<file path="config.mk">
export PLATFORM = sky130hd
export DESIGN_NAME = scfm_top
export DESIGN_NICKNAME = d
export VERILOG_FILES = /design/src/scfm_pkg.sv /design/src/scfm_top.sv /design/src/scfm_window.sv
export SDC_FILE = /design/constraint.sdc
export NUM_CORES = 1
export LEC_CHECK = 0
export ABC_AREA = 1
export BUFFER_PORTS_ARGS = -buffer_cell sky130_fd_sc_hd__clkbuf_2
export CORE_UTILIZATION = 55
export DETAILED_ROUTE_END_ITERATION = 7
export PLACE_DENSITY = 0.76
export SETUP_SLACK_MARGIN = 0.4
export SLEW_MARGIN = 20
export SYNTH_ARGS = -nofsm -noshare
export SYNTH_HDL_FRONTEND = slang
export SYNTH_SLANG_ARGS = --single-unit
</file>
<file path="constraint.sdc">
create_clock -name clk_i -period 3.3 [get_ports clk_i]
set_input_delay 0.66 -clock clk_i [delete_from_list [all_inputs] [get_ports clk_i]]
set_output_delay 0.66 -clock clk_i [all_outputs]
set_load 0.005 [all_outputs]
</file>
<file path="src/scfm_pkg.sv">
package scfm_pkg;
	localparam int          REG_AW          = 8;
	localparam int          DATA_W          = 32;
	localparam int          SRC_N           = 4;
	localparam logic [7:0]  OFF_CLK_STATUS  = 8'h04;
	localparam logic [7:0]  OFF_CYCLE_TOTAL = 8'h08;
	localparam logic [7:0]  OFF_IRQ_MASK    = 8'h0C;
	localparam logic [7:0]  OFF_IRQ_STATUS  = 8'h10;
	localparam logic [7:0]  OFF_IRQ_FLAG    = 8'h14;
	localparam logic [31:0] WINDOW_MAX      = 32'h3FFFFFFF;
	localparam logic [31:0] CYCLE_TOTAL_RST = 32'h00000000;
	localparam logic [3:0]  IRQ_MASK_RST    = 4'h0;
	localparam logic [3:0]  IRQ_FLAG_RST    = 4'h0;
	localparam int          SRC_LOCK_LOST   = 3;
	localparam int          SRC_LOCKED      = 2;
	localparam int          SRC_CLK_MISSING = 1;
	localparam int          SRC_CLK_PRESENT = 0;
	localparam int          CLK_VALID_BIT   = 0;
	localparam longint      REF_FREQ_HZ     = 200000000;
	localparam longint      CLK_FREQ_HZ     = 20000000;
endpackage

</file>
<file path="src/scfm_top.sv">
// Contract
// - A 32-bit reference counter runs 0 to 0x3FFFFFFF, wraps, marking one window.
// - Sample cycles are counted only while input clock valid and sample clock running.
// - The window counter advances on 200 MHz reference ticks; frequency is ratio times that.
// - Cycle total is read-only, 32 bits at 31:0, resets to zero.
// - An enabled source interrupts on each rising edge of its status bit.
// - Mask bit 3 enables lock-lost interrupt; read-write, resets 0.
// - Mask bit 2 enables locked interrupt; read-write, resets 0.
// - Mask bit 1 enables input-clock-missing interrupt; read-write, resets 0.
// - Mask bit 0 enables input-clock-present interrupt; read-write, resets 0.
// - Status bit follows its condition; the flag sets at the same moment.
// - Flags stay set until software writes 1; they ignore the mask, reset 0.
// - Clock-valid indication reads 1 while the differential input clock is valid.
module scfm_top #(
	parameter logic [31:0] WIN_MAX = scfm_pkg::WINDOW_MAX
) (
	input  wire logic        clk_i,
	input  wire logic        rst_n_i,
	input  wire logic        ref_tick_i,
	input  wire logic        sample_tick_i,
	input  wire logic        sample_run_i,
	input  wire logic        clk_valid_i,
	input  wire logic        pll_lock_i,
	input  wire logic [7:0]  reg_addr_i,
	input  wire logic        reg_wr_i,
	input  wire logic [31:0] reg_wdata_i,
	input  wire logic        reg_rd_i,
	output logic [31:0]      reg_rdata_o,
	output logic             reg_rvalid_o,
	output logic             irq_o
);
	logic        win_end;
	logic        count_en;
	logic [31:0] sample_cnt_r;
	logic [31:0] sample_cnt_nxt;
	logic [31:0] cycle_total_r;
	logic [31:0] cycle_total_nxt;
	logic [3:0]  mask_r;
	logic [3:0]  mask_nxt;
	logic [3:0]  status_r;
	logic [3:0]  status_nxt;
	logic [3:0]  flag_r;
	logic [3:0]  flag_nxt;
	logic [3:0]  rise;
	logic        valid_r;
	logic        irq_r;
	logic        irq_nxt;
	logic [31:0] rdata_r;
	logic [31:0] rdata_nxt;
	logic        rvalid_r;

	scfm_window #(
		.WIN_MAX (WIN_MAX)
	) u_window (
		.clk_i      (clk_i),
		.rst_n_i    (rst_n_i),
		.ref_tick_i (ref_tick_i),
		.win_end_o  (win_end)
	);

	assign count_en = clk_valid_i && sample_run_i && sample_tick_i;

	always_comb begin
		sample_cnt_nxt  = sample_cnt_r;
		cycle_total_nxt = cycle_total_r;
		if (win_end) begin
			// The tick in the closing cycle still belongs to the ending window.
			cycle_total_nxt = sample_cnt_r + {31'h00000000, count_en};
			sample_cnt_nxt  = 32'h00000000;
		end else if (count_en) begin
			sample_cnt_nxt = sample_cnt_r + 32'h00000001;
		end
	end

	always_comb begin
		status_nxt = 4'h0;
		status_nxt[scfm_pkg::SRC_LOCK_LOST]   = !pll_lock_i;
		status_nxt[scfm_pkg::SRC_LOCKED]      = pll_lock_i;
		status_nxt[scfm_pkg::SRC_CLK_MISSING] = !clk_valid_i;
		status_nxt[scfm_pkg::SRC_CLK_PRESENT] = clk_valid_i;
		rise = status_nxt & ~status_r;
	end

	always_comb begin
		mask_nxt = mask_r;
		if (reg_wr_i && reg_addr_i == scfm_pkg::OFF_IRQ_MASK) begin
			mask_nxt = reg_wdata_i[3:0];
		end
	end

	always_comb begin
		flag_nxt = flag_r;
		if (reg_wr_i && reg_addr_i == scfm_pkg::OFF_IRQ_FLAG) begin
			flag_nxt = flag_r & ~reg_wdata_i[3:0];
		end
		// Set is applied last so an event that lands in the clear cycle is never lost.
		flag_nxt = flag_nxt | rise;
	end

	always_comb begin
		// A pulse, not a level: the host finds the cause in the flags and no acknowledge is needed.
		irq_nxt = |(rise & mask_r);
	end

	always_comb begin
		rdata_nxt = rdata_r;
		if (reg_rd_i) begin
			if (reg_addr_i == scfm_pkg::OFF_CLK_STATUS) begin
				rdata_nxt = {31'h00000000, valid_r};
			end else if (reg_addr_i == scfm_pkg::OFF_CYCLE_TOTAL) begin
				rdata_nxt = cycle_total_r;
			end else if (reg_addr_i == scfm_pkg::OFF_IRQ_MASK) begin
				rdata_nxt = {28'h0000000, mask_r};
			end else if (reg_addr_i == scfm_pkg::OFF_IRQ_STATUS) begin
				rdata_nxt = {28'h0000000, status_r};
			end else if (reg_addr_i == scfm_pkg::OFF_IRQ_FLAG) begin
				rdata_nxt = {28'h0000000, flag_r};
			end else begin
				rdata_nxt = 32'h00000000;
			end
		end
	end

	always_ff @(posedge clk_i) begin
		if (!rst_n_i) begin
			sample_cnt_r  <= 32'h00000000;
			cycle_total_r <= scfm_pkg::CYCLE_TOTAL_RST;
			mask_r        <= scfm_pkg::IRQ_MASK_RST;
			status_r      <= 4'h0;
			flag_r        <= scfm_pkg::IRQ_FLAG_RST;
			valid_r       <= 1'b0;
			irq_r         <= 1'b0;
			rdata_r       <= 32'h00000000;
			rvalid_r      <= 1'b0;
		end else begin
			sample_cnt_r  <= sample_cnt_nxt;
			cycle_total_r <= cycle_total_nxt;
			mask_r        <= mask_nxt;
			status_r      <= status_nxt;
			flag_r        <= flag_nxt;
			valid_r       <= clk_valid_i;
			irq_r         <= irq_nxt;
			rdata_r       <= rdata_nxt;
			rvalid_r      <= reg_rd_i;
		end
	end

	assign reg_rdata_o  = rdata_r;
	assign reg_rvalid_o = rvalid_r;
	assign irq_o        = irq_r;

	property p_total_reset;
		@(posedge clk_i) !rst_n_i |=> (cycle_total_r == 32'h00000000 && mask_r == 4'h0 && flag_r == 4'h0);
	endproperty
	a_total_reset: assert property (p_total_reset) else $error("registers not zero after reset");

	property p_load;
		@(posedge clk_i) disable iff (!rst_n_i)
		win_end |=> (cycle_total_r == $past(sample_cnt_r) + {31'h00000000, $past(count_en)}
			&& sample_cnt_r == 32'h00000000);
	endproperty
	a_load: assert property (p_load) else $error("total not loaded at window end");

	property p_gate;
		@(posedge clk_i) disable iff (!rst_n_i)
		(!win_end && !(clk_valid_i && sample_run_i)) |=> sample_cnt_r == $past(sample_cnt_r);
	endproperty
	a_gate: assert property (p_gate) else $error("counted while input clock not ready");

	property p_irq_rise;
		@(posedge clk_i) disable iff (!rst_n_i)
		(mask_r[scfm_pkg::SRC_CLK_PRESENT] && clk_valid_i && !status_r[scfm_pkg::SRC_CLK_PRESENT]) |=> irq_o;
	endproperty
	a_irq_rise: assert property (p_irq_rise) else $error("enabled rising source gave no interrupt");

	property p_irq_masked;
		@(posedge clk_i) disable iff (!rst_n_i)
		(mask_r == 4'h0) |=> !irq_o;
	endproperty
	a_irq_masked: assert property (p_irq_masked) else $error("interrupt with all sources disabled");

	property p_mask_write;
		@(posedge clk_i) disable iff (!rst_n_i)
		(reg_wr_i && reg_addr_i == scfm_pkg::OFF_IRQ_MASK) |=> mask_r == $past(reg_wdata_i[3:0]);
	endproperty
	a_mask_write: assert property (p_mask_write) else $error("mask write not stored");

	property p_status;
		@(posedge clk_i) disable iff (!rst_n_i)
		1'b1 |=> (status_r[scfm_pkg::SRC_LOCKED] == $past(pll_lock_i)
			&& status_r[scfm_pkg::SRC_LOCK_LOST] == !$past(pll_lock_i)
			&& status_r[scfm_pkg::SRC_CLK_MISSING] == !$past(clk_valid_i));
	endproperty
	a_status: assert property (p_status) else $error("status does not follow its source");

	property p_flag_hold;
		@(posedge clk_i) disable iff (!rst_n_i)
		(flag_r[0] && !(reg_wr_i && reg_addr_i == scfm_pkg::OFF_IRQ_FLAG && reg_wdata_i[0])) |=> flag_r[0];
	endproperty
	a_flag_hold: assert property (p_flag_hold) else $error("flag dropped without a clear");

	property p_flag_set;
		@(posedge clk_i) disable iff (!rst_n_i)
		(pll_lock_i && !status_r[scfm_pkg::SRC_LOCKED]) |=> (flag_r[scfm_pkg::SRC_LOCKED] && status_r[scfm_pkg::SRC_LOCKED]);
	endproperty
	a_flag_set: assert property (p_flag_set) else $error("flag not set with status");

	property p_valid_read;
		@(posedge clk_i) disable iff (!rst_n_i)
		(reg_rd_i && reg_addr_i == scfm_pkg::OFF_CLK_STATUS) |=> reg_rdata_o[0] == $past(valid_r);
	endproperty
	a_valid_read: assert property (p_valid_read) else $error("clock valid readback wrong");

	property p_irq_lock_lost;
		@(posedge clk_i) disable iff (!rst_n_i)
		(mask_r[scfm_pkg::SRC_LOCK_LOST] && !pll_lock_i && !status_r[scfm_pkg::SRC_LOCK_LOST]) |=> irq_o;
	endproperty
	a_irq_lock_lost: assert property (p_irq_lock_lost) else $error("lock-lost interrupt missing");

	property p_irq_locked;
		@(posedge clk_i) disable iff (!rst_n_i)
		(mask_r[scfm_pkg::SRC_LOCKED] && pll_lock_i && !status_r[scfm_pkg::SRC_LOCKED]) |=> irq_o;
	endproperty
	a_irq_locked: assert property (p_irq_locked) else $error("locked interrupt missing");

	property p_irq_missing;
		@(posedge clk_i) disable iff (!rst_n_i)
		(mask_r[scfm_pkg::SRC_CLK_MISSING] && !clk_valid_i && !status_r[scfm_pkg::SRC_CLK_MISSING]) |=> irq_o;
	endproperty
	a_irq_missing: assert property (p_irq_missing) else $error("clock-missing interrupt missing");

	property p_irq_cause;
		@(posedge clk_i) disable iff (!rst_n_i)
		irq_o |-> (($past(mask_r) & status_r & ~$past(status_r)) != 4'h0);
	endproperty
	a_irq_cause: assert property (p_irq_cause) else $error("interrupt without an enabled rising source");

	property p_flag_clear;
		@(posedge clk_i) disable iff (!rst_n_i)
		(reg_wr_i && reg_addr_i == scfm_pkg::OFF_IRQ_FLAG && reg_wdata_i[scfm_pkg::SRC_CLK_PRESENT] && !clk_valid_i)
			|=> !flag_r[scfm_pkg::SRC_CLK_PRESENT];
	endproperty
	a_flag_clear: assert property (p_flag_clear) else $error("flag not cleared by write of one");

	property p_flag_any;
		@(posedge clk_i) disable iff (!rst_n_i)
		(!clk_valid_i && !status_r[scfm_pkg::SRC_CLK_MISSING]) |=> flag_r[scfm_pkg::SRC_CLK_MISSING];
	endproperty
	a_flag_any: assert property (p_flag_any) else $error("flag not set regardless of mask");

	property p_flag_hold_lost;
		@(posedge clk_i) disable iff (!rst_n_i)
		(flag_r[scfm_pkg::SRC_LOCK_LOST]
			&& !(reg_wr_i && reg_addr_i == scfm_pkg::OFF_IRQ_FLAG && reg_wdata_i[scfm_pkg::SRC_LOCK_LOST]))
			|=> flag_r[scfm_pkg::SRC_LOCK_LOST];
	endproperty
	a_flag_hold_lost: assert property (p_flag_hold_lost) else $error("lock-lost flag dropped without a clear");

	property p_status_present;
		@(posedge clk_i) disable iff (!rst_n_i)
		1'b1 |=> status_r[scfm_pkg::SRC_CLK_PRESENT] == $past(clk_valid_i);
	endproperty
	a_status_present: assert property (p_status_present) else $error("clock-present status wrong");

	property p_count;
		@(posedge clk_i) disable iff (!rst_n_i)
		(!win_end && clk_valid_i && sample_run_i && sample_tick_i) |=> sample_cnt_r == $past(sample_cnt_r) + 32'h00000001;
	endproperty
	a_count: assert property (p_count) else $error("enabled sample tick not counted");

	property p_total_hold;
		@(posedge clk_i) disable iff (!rst_n_i)
		!win_end |=> cycle_total_r == $past(cycle_total_r);
	endproperty
	a_total_hold: assert property (p_total_hold) else $error("total changed inside a window");

	property p_rvalid;
		@(posedge clk_i) disable iff (!rst_n_i)
		reg_rd_i |=> reg_rvalid_o;
	endproperty
	a_rvalid: assert property (p_rvalid) else $error("read not answered");

	property p_total_read;
		@(posedge clk_i) disable iff (!rst_n_i)
		(reg_rd_i && reg_addr_i == scfm_pkg::OFF_CYCLE_TOTAL) |=> reg_rdata_o == $past(cycle_total_r);
	endproperty
	a_total_read: assert property (p_total_read) else $error("total readback wrong");

	property p_total_ro;
		@(posedge clk_i) disable iff (!rst_n_i)
		(reg_wr_i && reg_addr_i == scfm_pkg::OFF_CYCLE_TOTAL && !win_end) |=> cycle_total_r == $past(cycle_total_r);
	endproperty
	a_total_ro: assert property (p_total_ro) else $error("write changed the read-only total");

	property p_mask_hold;
		@(posedge clk_i) disable iff (!rst_n_i)
		!(reg_wr_i && reg_addr_i == scfm_pkg::OFF_IRQ_MASK) |=> mask_r == $past(mask_r);
	endproperty
	a_mask_hold: assert property (p_mask_hold) else $error("mask changed without a write");
endmodule

</file>
<file path="src/scfm_window.sv">
module scfm_window #(
	parameter logic [31:0] WIN_MAX = scfm_pkg::WINDOW_MAX
) (
	input  wire logic clk_i,
	input  wire logic rst_n_i,
	input  wire logic ref_tick_i,
	output logic      win_end_o
);
	logic [31:0] ref_cnt_r;
	logic [31:0] ref_cnt_nxt;
	logic        win_end_r;
	logic        win_end_nxt;

	always_comb begin
		ref_cnt_nxt = ref_cnt_r;
		win_end_nxt = 1'b0;
		if (ref_tick_i) begin
			if (ref_cnt_r == WIN_MAX) begin
				ref_cnt_nxt = 32'h00000000;
				win_end_nxt = 1'b1;
			end else begin
				ref_cnt_nxt = ref_cnt_r + 32'h00000001;
			end
		end
	end

	always_ff @(posedge clk_i) begin
		if (!rst_n_i) begin
			ref_cnt_r <= 32'h00000000;
			win_end_r <= 1'b0;
		end else begin
			ref_cnt_r <= ref_cnt_nxt;
			win_end_r <= win_end_nxt;
		end
	end

	assign win_end_o = win_end_r;

	property p_wrap;
		@(posedge clk_i) disable iff (!rst_n_i)
		(ref_tick_i && ref_cnt_r == WIN_MAX) |=> (ref_cnt_r == 32'h00000000 && win_end_r);
	endproperty
	a_wrap: assert property (p_wrap) else $error("window counter did not wrap at max");

	property p_hold;
		@(posedge clk_i) disable iff (!rst_n_i)
		!ref_tick_i |=> (ref_cnt_r == $past(ref_cnt_r) && !win_end_r);
	endproperty
	a_hold: assert property (p_hold) else $error("window counter moved without a reference tick");
endmodule

</file>
==> results.md, run 1 <==
- The flow ran to the end, and the final reports show no timing, DRC or antenna violations.
- For this block, the routed nets add up to 18000 um of wire.
- The setup TNS after final layout is 0 ns.
- After synthesis the netlist holds a flip-flop and latch count of 143.
- Between clock sinks in the finished design, the worst skew comes to 0.007670 ns.
- The internal power of the cells is 3.198 mW.
- The proportion of netlist area held by the largest area contributor is 39.33%.
- Across the VDD grid, the largest voltage drop is 0.4330 mV.
- Relative to the synthesized area, the layout overhead comes to 14.66%.
- The number of hold buffers added after CTS was 0.
- The worst hold path belongs to the class input port to flop.
- The number of global-route vias before repair is 6105.
- The first TritonRoute pass finished after 6 iterations.
- The synthesized area is 0.007279 sq mm.
- The maximum clock frequency is 451.2 MHz.
- Setup repair after global routing left no endpoint under its margin.
- The setup path with the least slack is of type input port to flop.
- The H-tree generated during clock tree synthesis spans 4 levels.
- Across all layers, the routed design uses 6923 vias.
- The startpoint of the worst register-to-register path is sample_cnt_r[0].
- The shortest period the worst path allows is 2.217 ns.
- The analysis attributes to cell leakage a power of 3.305 nW.
- In this run the clock root is driven by a clkbuf_16.
- The total design power is 4.031 mW.
- The count of instances resized after the clock tree is built is 0.
- Counting cells, the worst reg-to-reg path comes to 11.
- The average via count per standard cell is 5.338.
- The die height is 117.0 um.
- The total count of max-transition violations in the final report is 0.
- The share of total power dissipated in combinational logic is 2.8%.
- In this run the tightest slew margin relative to its limit is 34.44%.
- The number of diodes added for antenna fixing is 0.
- The maximum buffer depth of the clock tree is 2.
- The highest net fanout along the worst path is 7.
- The worst setup path is launched from an input port.
- The half-perimeter wire length after placement is 13020 um.
- Entering global routing, the biggest net connects 33 pins.
- The worst register-to-register path ends at cycle_total_r[26].
- The cell taking the most area after synthesis is dfxtp_1.
- The top cell types in the final layout, fill and taps aside, are nand2_1 (231), dfxtp_1 (143), nor2_1 (140).
- Setup violations remaining at the end of the flow were counted as 0.
- The placeable core region is 0.01277 sq mm.
- The measured slew at the worst slew-check pin is 0.9824 ns.
- The number of buffer cells added on primary ports is 54.
- The critical path runs through a total of 14 cells.
- The largest stage delay on the critical path is 0.23 ns.
- The sink count of the clock tree is 143.
- For this design the top-level I/O count stands at 83.
- The clock latency reported for the late side of the worst-skew pair is 0.43 ns.
- The violation count after the first detailed-route iteration is 532.
- The buffer and inverter count on the worst path is 3.
- TritonCTS built the clock tree.
- The required time reported for the critical path endpoint is 3.63 ns.
- The share of synthesized area occupied by flip-flops and latches is 39.33%.
- The die width is 117.0 um.
- The die outline area is 0.01370 sq mm.
- The clock transition at the registers of the reported paths is 0.06 ns.
- When the netlist entered floorplanning its net count stood at 1115.
- On the critical path, the stage with the largest delay is an instance of ha_1.
- The ratio of final minimum period to clock period is 67.17%.
- For this run the aggregate overflow at the end of global routing stands at 0.
- The analysis attributes to net switching a power of 833.0 uW.
- The number of buffers inserted during clock tree synthesis is 17.
- Global routing used 27.82% of the available tracks.
- The launching element of the worst setup path is clk_valid_i.
- Once the floorplan was initialized, standard cells occupied 56.99% of the core.
- After floorplanning, the core was divided into 41 placement rows.
- The number of nets with antenna violations after routing is 0.
- The gate family responsible for the most delay along the worst path is simple AND/OR/NAND/NOR gates.
- Of the total power, registers draw 43.3%.
- Walking the worst path, the cells encountered are clkbuf_2, inv_2, nor2_4, ha_1, ha_1, nand2_2, nor2_4, nand2_2, nor2_2, nand3_1, o21ai_1, nand3_1, nand2_1, inv_1.
- The net switching share of the total power is 20.66%.
- Max-cap violations in this run came to 0.
- After detailed routing, the average wire length per cell comes to 13.88 um.
- The clock network fraction of design power is 53.9%.
- The total count of hold-check failures in the final report is 0.
- The first global-routing pass estimated 29160 um of wire.
- Of the cells placed in the final design, the portion with a size suffix greater than 1 is 13.60%.
- The power density over cell area is 483.0 mW/mm^2.
- The final routed DRC violation total is 0.
- Sorting the synthesized cells by area gives the leading types as dfxtp_1 (39%), nand2_1 (12%), nor2_1 (7.2%).
- Yosys printed 0 warnings.
- Data arrives at the worst endpoint at 2.55 ns.
- The cell count after synthesis is 1062.
- The initial antenna violation count came to 0.
- In this run the register-to-register setup slack is 1.27 ns.
- Dividing the synthesized area by the synthesized cell count gives 6.855 sq um.
- The worst setup path is captured at a flop.
- Routability-driven placement finished with a final weighted congestion of 0.9040.
- Leaving out fill and tap cells, the most frequent cell in the layout is nand2_1.
- Counting distinct cell types in the post-synthesis netlist gives 43.
- At the end of the flow, the number of nets in the layout was 1166.
- The endpoint of the worst setup timing path is cycle_total_r[26].
- After clock tree synthesis, the setup repair step added 0 buffers.
kinds of logic (layout without fill, tap and decap cells):
logic type,after synthesis,count (layout),share of synthesized area (%)
compound gates,152,152,12.62
xor+xnor,26,26,3.128
fa+ha+maj,4,4,0.6875
buf+inv,178,241,9.419
flops,143,143,39.33
simple gates,559,559,34.82
registers in the layout, indices dropped and copies added (netlist names):
register	flops
cycle_total_r	32
reg_rdata_o	32
sample_cnt_r	32
u_window.ref_cnt_r	32
flag_r	4
mask_r	4
status_r	4
irq_o	1
reg_rvalid_o	1
u_window.win_end_o	1
metrics by stage:
step / cells / setup slack, ns / cell area [sq um] / hold slack, ns / utilization [%]
floorplan: 1062 / 1.121 / 7279 / 0.4289 / -
global placement: 1266 / 0.7216 / 7687 / 0.4491 / 60.18
detailed placement: 1266 / 0.6856 / 7687 / 0.4495 / 60.18
CTS: 1297 / 1.095 / 8347 / 0.4296 / 65.34
global route: 1297 / 0.8738 / 8347 / 0.4430 / 65.34
finish: 1297 / 1.083 / 8347 / 0.4334 / 65.34
cell usage after synthesis (all sizes together):
master / number
a21o: 1
a21oi: 67
a31oi: 3
a32o: 3
a32oi: 1
and2: 2
and3: 2
buf: 11
clkbuf: 17
clkinv: 2
dfxtp: 143
ha: 4
inv: 148
nand2: 240
nand3: 96
nand3b: 1
nand4: 15
nor2: 163
nor3: 33
nor3b: 2
nor4: 2
o211ai: 6
o21a: 1
o21ai: 54
o21bai: 1
o22ai: 6
o31ai: 9
or2: 3
xnor2: 7
xor2: 19
how the worst min path moves through the flow:
| stage | depth (start not counted) | startpoint | end |
|---|---|---|---|
| CTS | 2 | pll_lock_i | status_r[3] |
| floorplan | 2 | cycle_total_r[10] | cycle_total_r[10] |
| global placement | 2 | cycle_total_r[10] | cycle_total_r[10] |
| finish | 2 | pll_lock_i | status_r[3] |
| global route | 2 | pll_lock_i | status_r[3] |
| detailed placement | 2 | cycle_total_r[27] | cycle_total_r[27] |
power by group through the flow:
stage	clock network, mW	logic (mW)	registers [mW]
after floorplan	0	0.0746	1.78
after global placement	0	0.112	1.78
after detailed placement	0	0.113	1.78
after CTS	2.19	0.115	1.75
after global routing	2.26	0.127	1.75
final	2.17	0.115	1.75
worst register-to-register path: stages (launching register included):
cell	delay, ns
dfxtp_1	0.42
ha_1	0.24
ha_1	0.20
nand2_2	0.09
nor2_4	0.19
nand2_2	0.14
nor2_2	0.17
nand3_1	0.15
o21ai_1	0.16
nand3_1	0.08
nand2_1	0.06
inv_1	0.03
routing by layer:
layer / part of all wire (%) / routed length, um / track usage (%)
met1: 47 / 8514 / 36.83
met5: 0 / 0 / 0
met2: 45 / 8118 / 44.73
met4: 1.7 / 306 / 9.283
met3: 5.9 / 1063 / 6.488
layout make-up:
type                    instances  area (sq um)
clock buffers                  20         446.7
flip-flops and latches        143          2863
inverters                     150         563.0
well taps                     172         215.2
clock inverters                11         212.7
repair buffers                 60         315.3
fillers                      1152          4427
multi-input cells             741          3731
(Power assumes the default switching activity.)
==> run 2: changes to the inputs <==
--- a/config.mk
+++ b/config.mk
@@ -7,7 +7,7 @@
 export LEC_CHECK = 0
 export ABC_AREA = 1
 export BUFFER_PORTS_ARGS = -buffer_cell sky130_fd_sc_hd__clkbuf_2
-export CORE_UTILIZATION = 55
+export CORE_UTILIZATION = 53
 export DETAILED_ROUTE_END_ITERATION = 7
 export PLACE_DENSITY = 0.76
 export SETUP_SLACK_MARGIN = 0.4
==> constraint.sdc (replaced) <==
create_clock -name clk_i -period 1.8 [get_ports clk_i]
set_input_delay 0.36 -clock clk_i [delete_from_list [all_inputs] [get_ports clk_i]]
set_output_delay 0.36 -clock clk_i [all_outputs]
set_load 0.005 [all_outputs]
==> results.md, run 2 (same netlist as run 1, synthesis figures left out) <==
- The setup slack after placement came to -0.2018 ns (-0.8875 ns).
- The measured slew at the worst slew-check pin is 0.5509 ns (-0.4314 ns).
- The net count of the finished layout is 1257 (+7.8%).
- The kind of cell with the highest combined delay along the critical path is simple AND/OR/NAND/NOR gates.
- The die outline area was 0.01421 sq mm (+3.7%).
- The total design power is 7.013 mW (+74%).
- The post-route cell area is 0.009990 sq mm (+20%).
- The filler cell count was 933 (-19%).
- The final routed DRC violation total is 0 (unchanged).
- The total count of max-transition violations in the final report is 0 (unchanged).
- The tightest hold margin came to 0.1431 ns (-0.2903 ns).
- The detail-routed net length per standard cell was 15.80 um (+14%).
- The number of cells after detailed placement was 1304 (+3.0%).
- The largest stage delay on the critical path came to 0.39 ns (+0.16 ns).
- The depth of the worst register-to-register path is 8 (-3).
- STA classifies the critical path endpoint as a flop.
- The wire length of the first global-routing pass is 32380 um (+11%).
- The number of diodes added for antenna fixing is 0 (unchanged).
- The placeable core region is 0.01330 sq mm (+4.1%).
- The nature of the critical path startpoint is a flop.
- The clock latency reported for the late side of the worst-skew pair was 0.44 ns (about the same).
- The critical path goes through inv_1, nor3_1, nand2_1, nor2_2, and2_1, nand3_1, nand2_1, nor2_1.
- The static leakage power is 4.092 nW (+24%).
- The die width is 119.2 um (+1.8%).
- The root buffer cell chosen for the clock tree is clkbuf_16.
- The initial cell density of the core is 54.75% (-2.2 points).
- The setup TNS after final layout came to 0 ns (unchanged).
- The average via count per standard cell is 5.564 (+4.2%).
- The number of primary I/O pins is 83 (unchanged).
- The pin count of the biggest net entering global routing is 61 (+85%).
- The clock tree skew after final layout is 0.01070 ns (+0.003034 ns).
- The initial antenna violation count is 0 (unchanged).
- The number of setup violations in the final report is 0 (unchanged).
- The buffer and inverter count on the worst path came to 1 (-2).
- The iteration count of the initial detailed-routing pass is 6 (unchanged).
- The maximum buffer depth of the clock tree is 2 (unchanged).
- The CTS tree is yes.
- The startpoint of the lowest-slack hold path is pll_lock_i.
- The highest net fanout along the worst path was 5 (-2).
- The sum of routed wire segments on met1 came to 8881 um (+4.3%).
- The number of nets with antenna violations after routing came to 0 (unchanged).
- The half-perimeter wire length after placement is 13460 um (+3.3%).
- The master of the slowest instance on the critical path is dfxtp_2.
- The number of buffer cells added on primary ports is 54 (unchanged).
- The H-tree depth is 4 (unchanged).
- The area added between synthesis and finish is 37.23%.
- The worst relative slew slack is 63.23% (+29 points).
- The total via count after detailed routing came to 7751 (+12%).
- The violation count after the first detailed-route iteration is 734 (+38%).
- Setup repair after global routing could not meet its margin everywhere.
- Leaving out fill and tap cells, the most frequent cell in the layout is nand2_1.
- By startpoint and endpoint, the worst setup path is classified as flop to flop.
- The area taken by flip-flops and latches is 0.002968 sq mm (+3.7%).
- The all-layer global routing usage is 28.71% (+0.89 points).
- The number of buffers inserted during clock tree synthesis was 17 (unchanged).
- The data arrival time at the worst-slack endpoint is 2.09 ns (-0.46 ns).
- In the layout the commonest cells are nand2_1 (187), inv_1 (122), dfxtp_1 (95).
- Based on the critical path, the design can be clocked at up to 558.4 MHz.
- The flow ran to the end, and the final reports show no timing, DRC or antenna violations.
- The final core area utilization is 75.14% (+9.8 points).
- In this run the worst hold path is classified as input port to flop.
- The global route total overflow is 0 (unchanged).
- The sink count of the clock tree came to 143 (unchanged).
- The power density over cell area was 702.0 mW/mm^2 (+45%).
- The maximum ir drop on the vdd rail is 0.6563 mV (+52%).
- The critical path starts at sample_cnt_r[19].
- The worst path setup slack after routing came to 0.009156 ns (-1.074 ns).
- The clock transition at the registers of the reported paths is 0.07 ns (about the same).
- The final critical path takes up 99.49% of the cycle.
- The most prevalent standard cell on the critical path is nand2_1.
- The fraction of final layout cells with drive strength greater than 1 was 36.81% (+23 points).
- The capturing point of the worst reg2reg path is sample_cnt_r[28].
- The routability congestion estimate is 0.9207 (+1.8%).
- The filler-free cell count of the finished design was 1393 (+7.4%).
- The cts-stage hold buffer count is 0 (unchanged).
- The top routing layer in use is met4.
- The die height is 119.2 um (+1.8%).
- The total wirelength of the detailed-routed design is 22010 um (+22%).
- The number of instances on the worst hold path is 2 (unchanged).
- The flop-to-flop setup slack is 0.009 ns (-1.26 ns).
- The met3 layer wire length in the routed design is 1831 um (+72%).
- The sink of the worst hold path is status_r[3].
- The area of combinational cells with multiple inputs is 0.004538 sq mm (+22%).
- The routed design could run at a clock period as short as 1.791 ns.
- The total count of hold-check failures in the final report is 0 (unchanged).
- The number of max-capacitance violations reported is 0 (unchanged).
- The count of standard-cell rows came to 42 (+2.4%).
- The post-placement cell area is 0.008112 sq mm (+5.5%).
- The number of global-route vias before repair is 6836 (+12%).
- The required time reported for the critical path endpoint is 2.10 ns (-1.53 ns).
- The routed length on met2 came to 10540 um (+30%).
- The worst register-to-register path begins at sample_cnt_r[19].
[run 2: changes by cell type in the layout (fill, tap and decap cells not counted), moves of 16 or more]
cell,change
buf_4,+71
nand2_2,+27
o21ai_0,-16
nor2_2,+19
nor2_4,+38
nand2_1,-44
buf_6,+16
dfxtp_4,+18
dfxtp_1,-48
nor2_1,-57
dfxtp_2,+30
[run 2: final cells by class]
class,instances,share of cell area [%]
clock buffers,18,4.396
clock inverters,14,1.478
inverters,150,5.736
multi-input cells,741,45.43
flip-flops and latches,143,29.71
well taps,176,2.204
repair buffers,151,11.05
[run 2: layer usage]
layer / up-vias / GRT usage [%]
met5: - / 0
met4: 0 / 11.00
met3: 86 / 5.891
met2: 405 / 46.48
met1: 3550 / 37.45
li1: 3710 / -
[run 2: timing repair]
item                                    4_1_cts  5_1_grt
pin swaps                                    44       50
resized for setup                           136      146
setup buffers                                33       24
endpoints found under the setup margin       75       84
[run 2: where the power goes]
group / total [mW] / internal (mW) / switching, mW
logic: 0.288 / 0.103 / 0.185
clock network: 3.55 / 1.99 / 1.56
registers: 3.18 / 3.16 / 0.0170
total: 7.01 / 5.25 / 1.76
[run 2: how the worst max path moves through the flow]
stage                              to  cells after the start
floorplan           cycle_total_r[26]                     13
global placement    cycle_total_r[22]                     14
detailed placement  cycle_total_r[22]                     14
CTS                 cycle_total_r[30]                     11
global route         sample_cnt_r[28]                      9
finish               sample_cnt_r[28]                      8
==> run 3: changes to the inputs <==
--- a/config.mk
+++ b/config.mk
@@ -7,8 +7,10 @@
 export LEC_CHECK = 0
 export ABC_AREA = 1
 export BUFFER_PORTS_ARGS = -buffer_cell sky130_fd_sc_hd__clkbuf_2
+export CORE_ASPECT_RATIO = 2
 export CORE_UTILIZATION = 53
 export DETAILED_ROUTE_END_ITERATION = 7
+export GPL_TIMING_DRIVEN = 0
 export PLACE_DENSITY = 0.76
 export SETUP_SLACK_MARGIN = 0.4
 export SLEW_MARGIN = 20
==> results.md, run 3 (same netlist as run 1, synthesis figures left out) <==
- The iteration count of the initial detailed-routing pass came to 8 (+2).
- The number of primary I/O pins is 83 (unchanged).
- The initial cell density of the core is 54.17% (-0.58 points).
- The number of max-capacitance violations reported is 0 (unchanged).
- The relative contribution of combinational cells to total power is 4.7% (+0.6 points).
- The half-perimeter wire length after placement was 16620 um (+24%).
- The post-route cell area was 0.01067 sq mm (+6.8%).
- The routability congestion estimate came to 1.018 (+11%).
- Setup repair after global routing could not meet its margin everywhere.
- The total count of max-transition violations in the final report is 0 (unchanged).
- The number of nets with antenna violations after routing is 0 (unchanged).
- The worst hold path belongs to the class input port to flop.
- The most prevalent standard cell on the critical path is buf_6.
- The final core area utilization is 79.38% (+4.2 points).
- The global route total overflow is 0 (unchanged).
- The checks that failed: design-rule violations, negative setup slack.
- The total via count after detailed routing is 8505 (+9.7%).
- The internal power of the cells was 5.560 mW (+5.8%).
- The portion of total power attributed to sequential cells is 43.3% (-2.0 points).
- The nature of the critical path startpoint is a flop.
- The pin count of the biggest net entering global routing is 17 (-72%).
- The flop-to-flop setup slack is -0.01 ns (-0.02 ns).
- The net load switching power is 1.762 mW (+0.22%).
- The total count of hold-check failures in the final report is 0 (unchanged).
- The initial antenna violation count is 1 (+1).
- The shortest period the worst path allows came to 1.812 ns (+0.02109 ns).
- The wire length of the first global-routing pass came to 37560 um (+16%).
- The die height is 167.7 um (+41%).
- The net count of the finished layout came to 1289 (+2.5%).
- The filler cell count came to 774 (-17%).
- The power density over cell area came to 686.5 mW/mm^2 (-2.2%).
- The sink count of the clock tree is 143 (unchanged).
- The net switching share of the total power was 24.07% (-1.0 points).
- The clock transition at the registers of the reported paths is 0.07 ns (about the same).
- The die outline area was 0.01424 sq mm (+0.20%).
- The maximum buffer depth of the clock tree is 2 (unchanged).
- Traced cell by cell, the critical path runs through ha_4, buf_6, buf_6, buf_6, nand2_4, nor2_4, nand2_2, nor2_4, nand3_1, nand2_1, nand3_1, a21oi_1.
- TritonCTS built the clock tree.
- The capturing element type of the critical path is a flop.
- The number of buffers inserted during clock tree synthesis is 17 (unchanged).
- The library cell used as clock root buffer is clkbuf_16.
- The detail-routed net length per standard cell came to 21.06 um (+33%).
- The maximum clock frequency is 551.9 MHz (-1.2%).
- The total design power came to 7.322 mW (+4.4%).
- The total wirelength of the detailed-routed design is 29570 um (+34%).
- The most common cell after layout, fill and taps aside is nand2_1.
- The clock latency reported for the late side of the worst-skew pair is 0.44 ns (about the same).
- The buffer and inverter count on the worst path is 3 (+2).
- In the layout the commonest cells are nand2_1 (160), inv_1 (120), dfxtp_1 (92).
- The die width was 84.87 um (-29%).
- The data arrival time at the worst-slack endpoint is 2.17 ns (+0.08 ns).
- The post-placement cell area is 0.007881 sq mm (-2.8%).
- The count of standard-cell rows is 60 (+43%).
- The clock tree skew after final layout came to 0.009318 ns (-0.001386 ns).
- The required time reported for the critical path endpoint is 2.16 ns (+0.06 ns).
- The ratio of final minimum period to clock period is 100.7% (+1.2 points).
- The worst relative slew slack is 44.67% (-19 points).
- The H-tree depth is 4 (unchanged).
- The gate family responsible for the most delay along the worst path is simple AND/OR/NAND/NOR gates.
- The measured slew at the worst slew-check pin was 0.8299 ns (+0.2790 ns).
- The violation count after the first detailed-route iteration is 805 (+9.7%).
- The number of buffer cells added on primary ports came to 53 (-1.9%).
- Compared with the post-synthesis result, the final layout area differs by 46.53%.
- The worst path setup slack after routing is -0.01193 ns (-0.02109 ns).
- The master of the slowest instance on the critical path is dfxtp_4.
- The number of cells after detailed placement was 1270 (-2.6%).
- The filler-free cell count of the finished design is 1404 (+0.79%).
- The largest stage delay on the critical path is 0.37 ns (-0.02 ns).
- The number of setup violations in the final report is 1 (+1).
- The clock network fraction of design power is 52.0% (+1.4 points).
- The placeable core region is 0.01344 sq mm (+1.1%).
- The highest net fanout along the worst path was 3 (-2).
- The maximum ir drop on the vdd rail is 0.6357 mV (-3.1%).
- The static leakage power is 4.428 nW (+8.2%).
- The flow ran to the end, but the final reports show violations.
- The number of global-route vias before repair is 7775 (+14%).
- The average via count per standard cell was 6.058 (+8.9%).
- The all-layer global routing usage is 34.44% (+5.7 points).
- The setup path with the least slack is of type flop to flop.
- The fraction of final layout cells with drive strength greater than 1 is 42.03% (+5.2 points).
- The number of diodes added for antenna fixing is 0 (unchanged).
- The final routed DRC violation total is 8 (+8).
[run 3: changes by cell type in the layout (fill, tap and decap cells not counted), sizes merged]
cell | previous run | this run
inv | 156 | 151
clkbuf | 72 | 87
buf | 97 | 115
clkinv | 6 | 8
bufinv | 1 | 3
[run 3: per-stage QoR]
stage / TNS, ns / hold slack (ns) / setup WS (ns)
floorplan: -0.01397 / 0.4289 / -0.01397
global placement: -6.655 / 0.4394 / -0.5153
detailed placement: -7.027 / 0.4558 / -0.5183
CTS: 0 / 0.1437 / 0.09930
global route: -0.1682 / 0.1611 / -0.09117
finish: -0.01193 / 0.1400 / -0.01193
[run 3: layout make-up]
cell class                      instances  area, sq um  area share, %
Clock buffer                           19        452.9          4.246
Buffer                                 28        158.9          1.490
Tap cell                              155        193.9          1.818
Inverter                              150        581.8          5.455
Sequential cell                       143         2982          27.95
Timing Repair Buffer                  155         1227          11.51
Clock inverter                         13        178.9          1.677
Multi-Input combinational cell        741         4891          45.85
[run 3: final timing paths]
path	end	cells past startpoint	startpoint
worst min register to register	reg_rdata_o[24]	2	reg_rdata_o[24]
worst max register to register	u_window.ref_cnt_r[30]	12	u_window.ref_cnt_r[1]
worst max-delay path	u_window.ref_cnt_r[30]	12	u_window.ref_cnt_r[1]
worst min-delay path	status_r[3]	2	pll_lock_i
[run 3: power groups by stage]
stage / combinational [mW] / clock, mW / sequential [mW]
2_1_floorplan: 0.144 / 0 / 3.27
3_3_place_gp: 0.238 / 0 / 3.27
3_5_place_dp: 0.241 / 0 / 3.27
4_1_cts: 0.293 / 3.78 / 3.18
5_1_grt: 0.364 / 3.92 / 3.17
6_report: 0.345 / 3.81 / 3.17
[run 3: timing repair]
| item | CTS | global route |
|---|---|---|
| gates cloned | 1 | 0 |
| endpoints found under the setup margin | 91 | 115 |
| gates resized for setup | 218 | 201 |
| buffers inserted | 59 | 42 |
| hold buffers | 0 | 0 |
| pin swaps | 61 | 82 |
[run 3: metal layers]
metal,global-route usage (%),vias up,part of all wire (%),wire length [um]
met4,32.79,2,11,3303
li1,-,3767,-,-
met5,0,-,0.044,13
met1,29.32,3972,30,9017
met2,65.15,527,51,14990
met3,5.471,237,7.6,2239
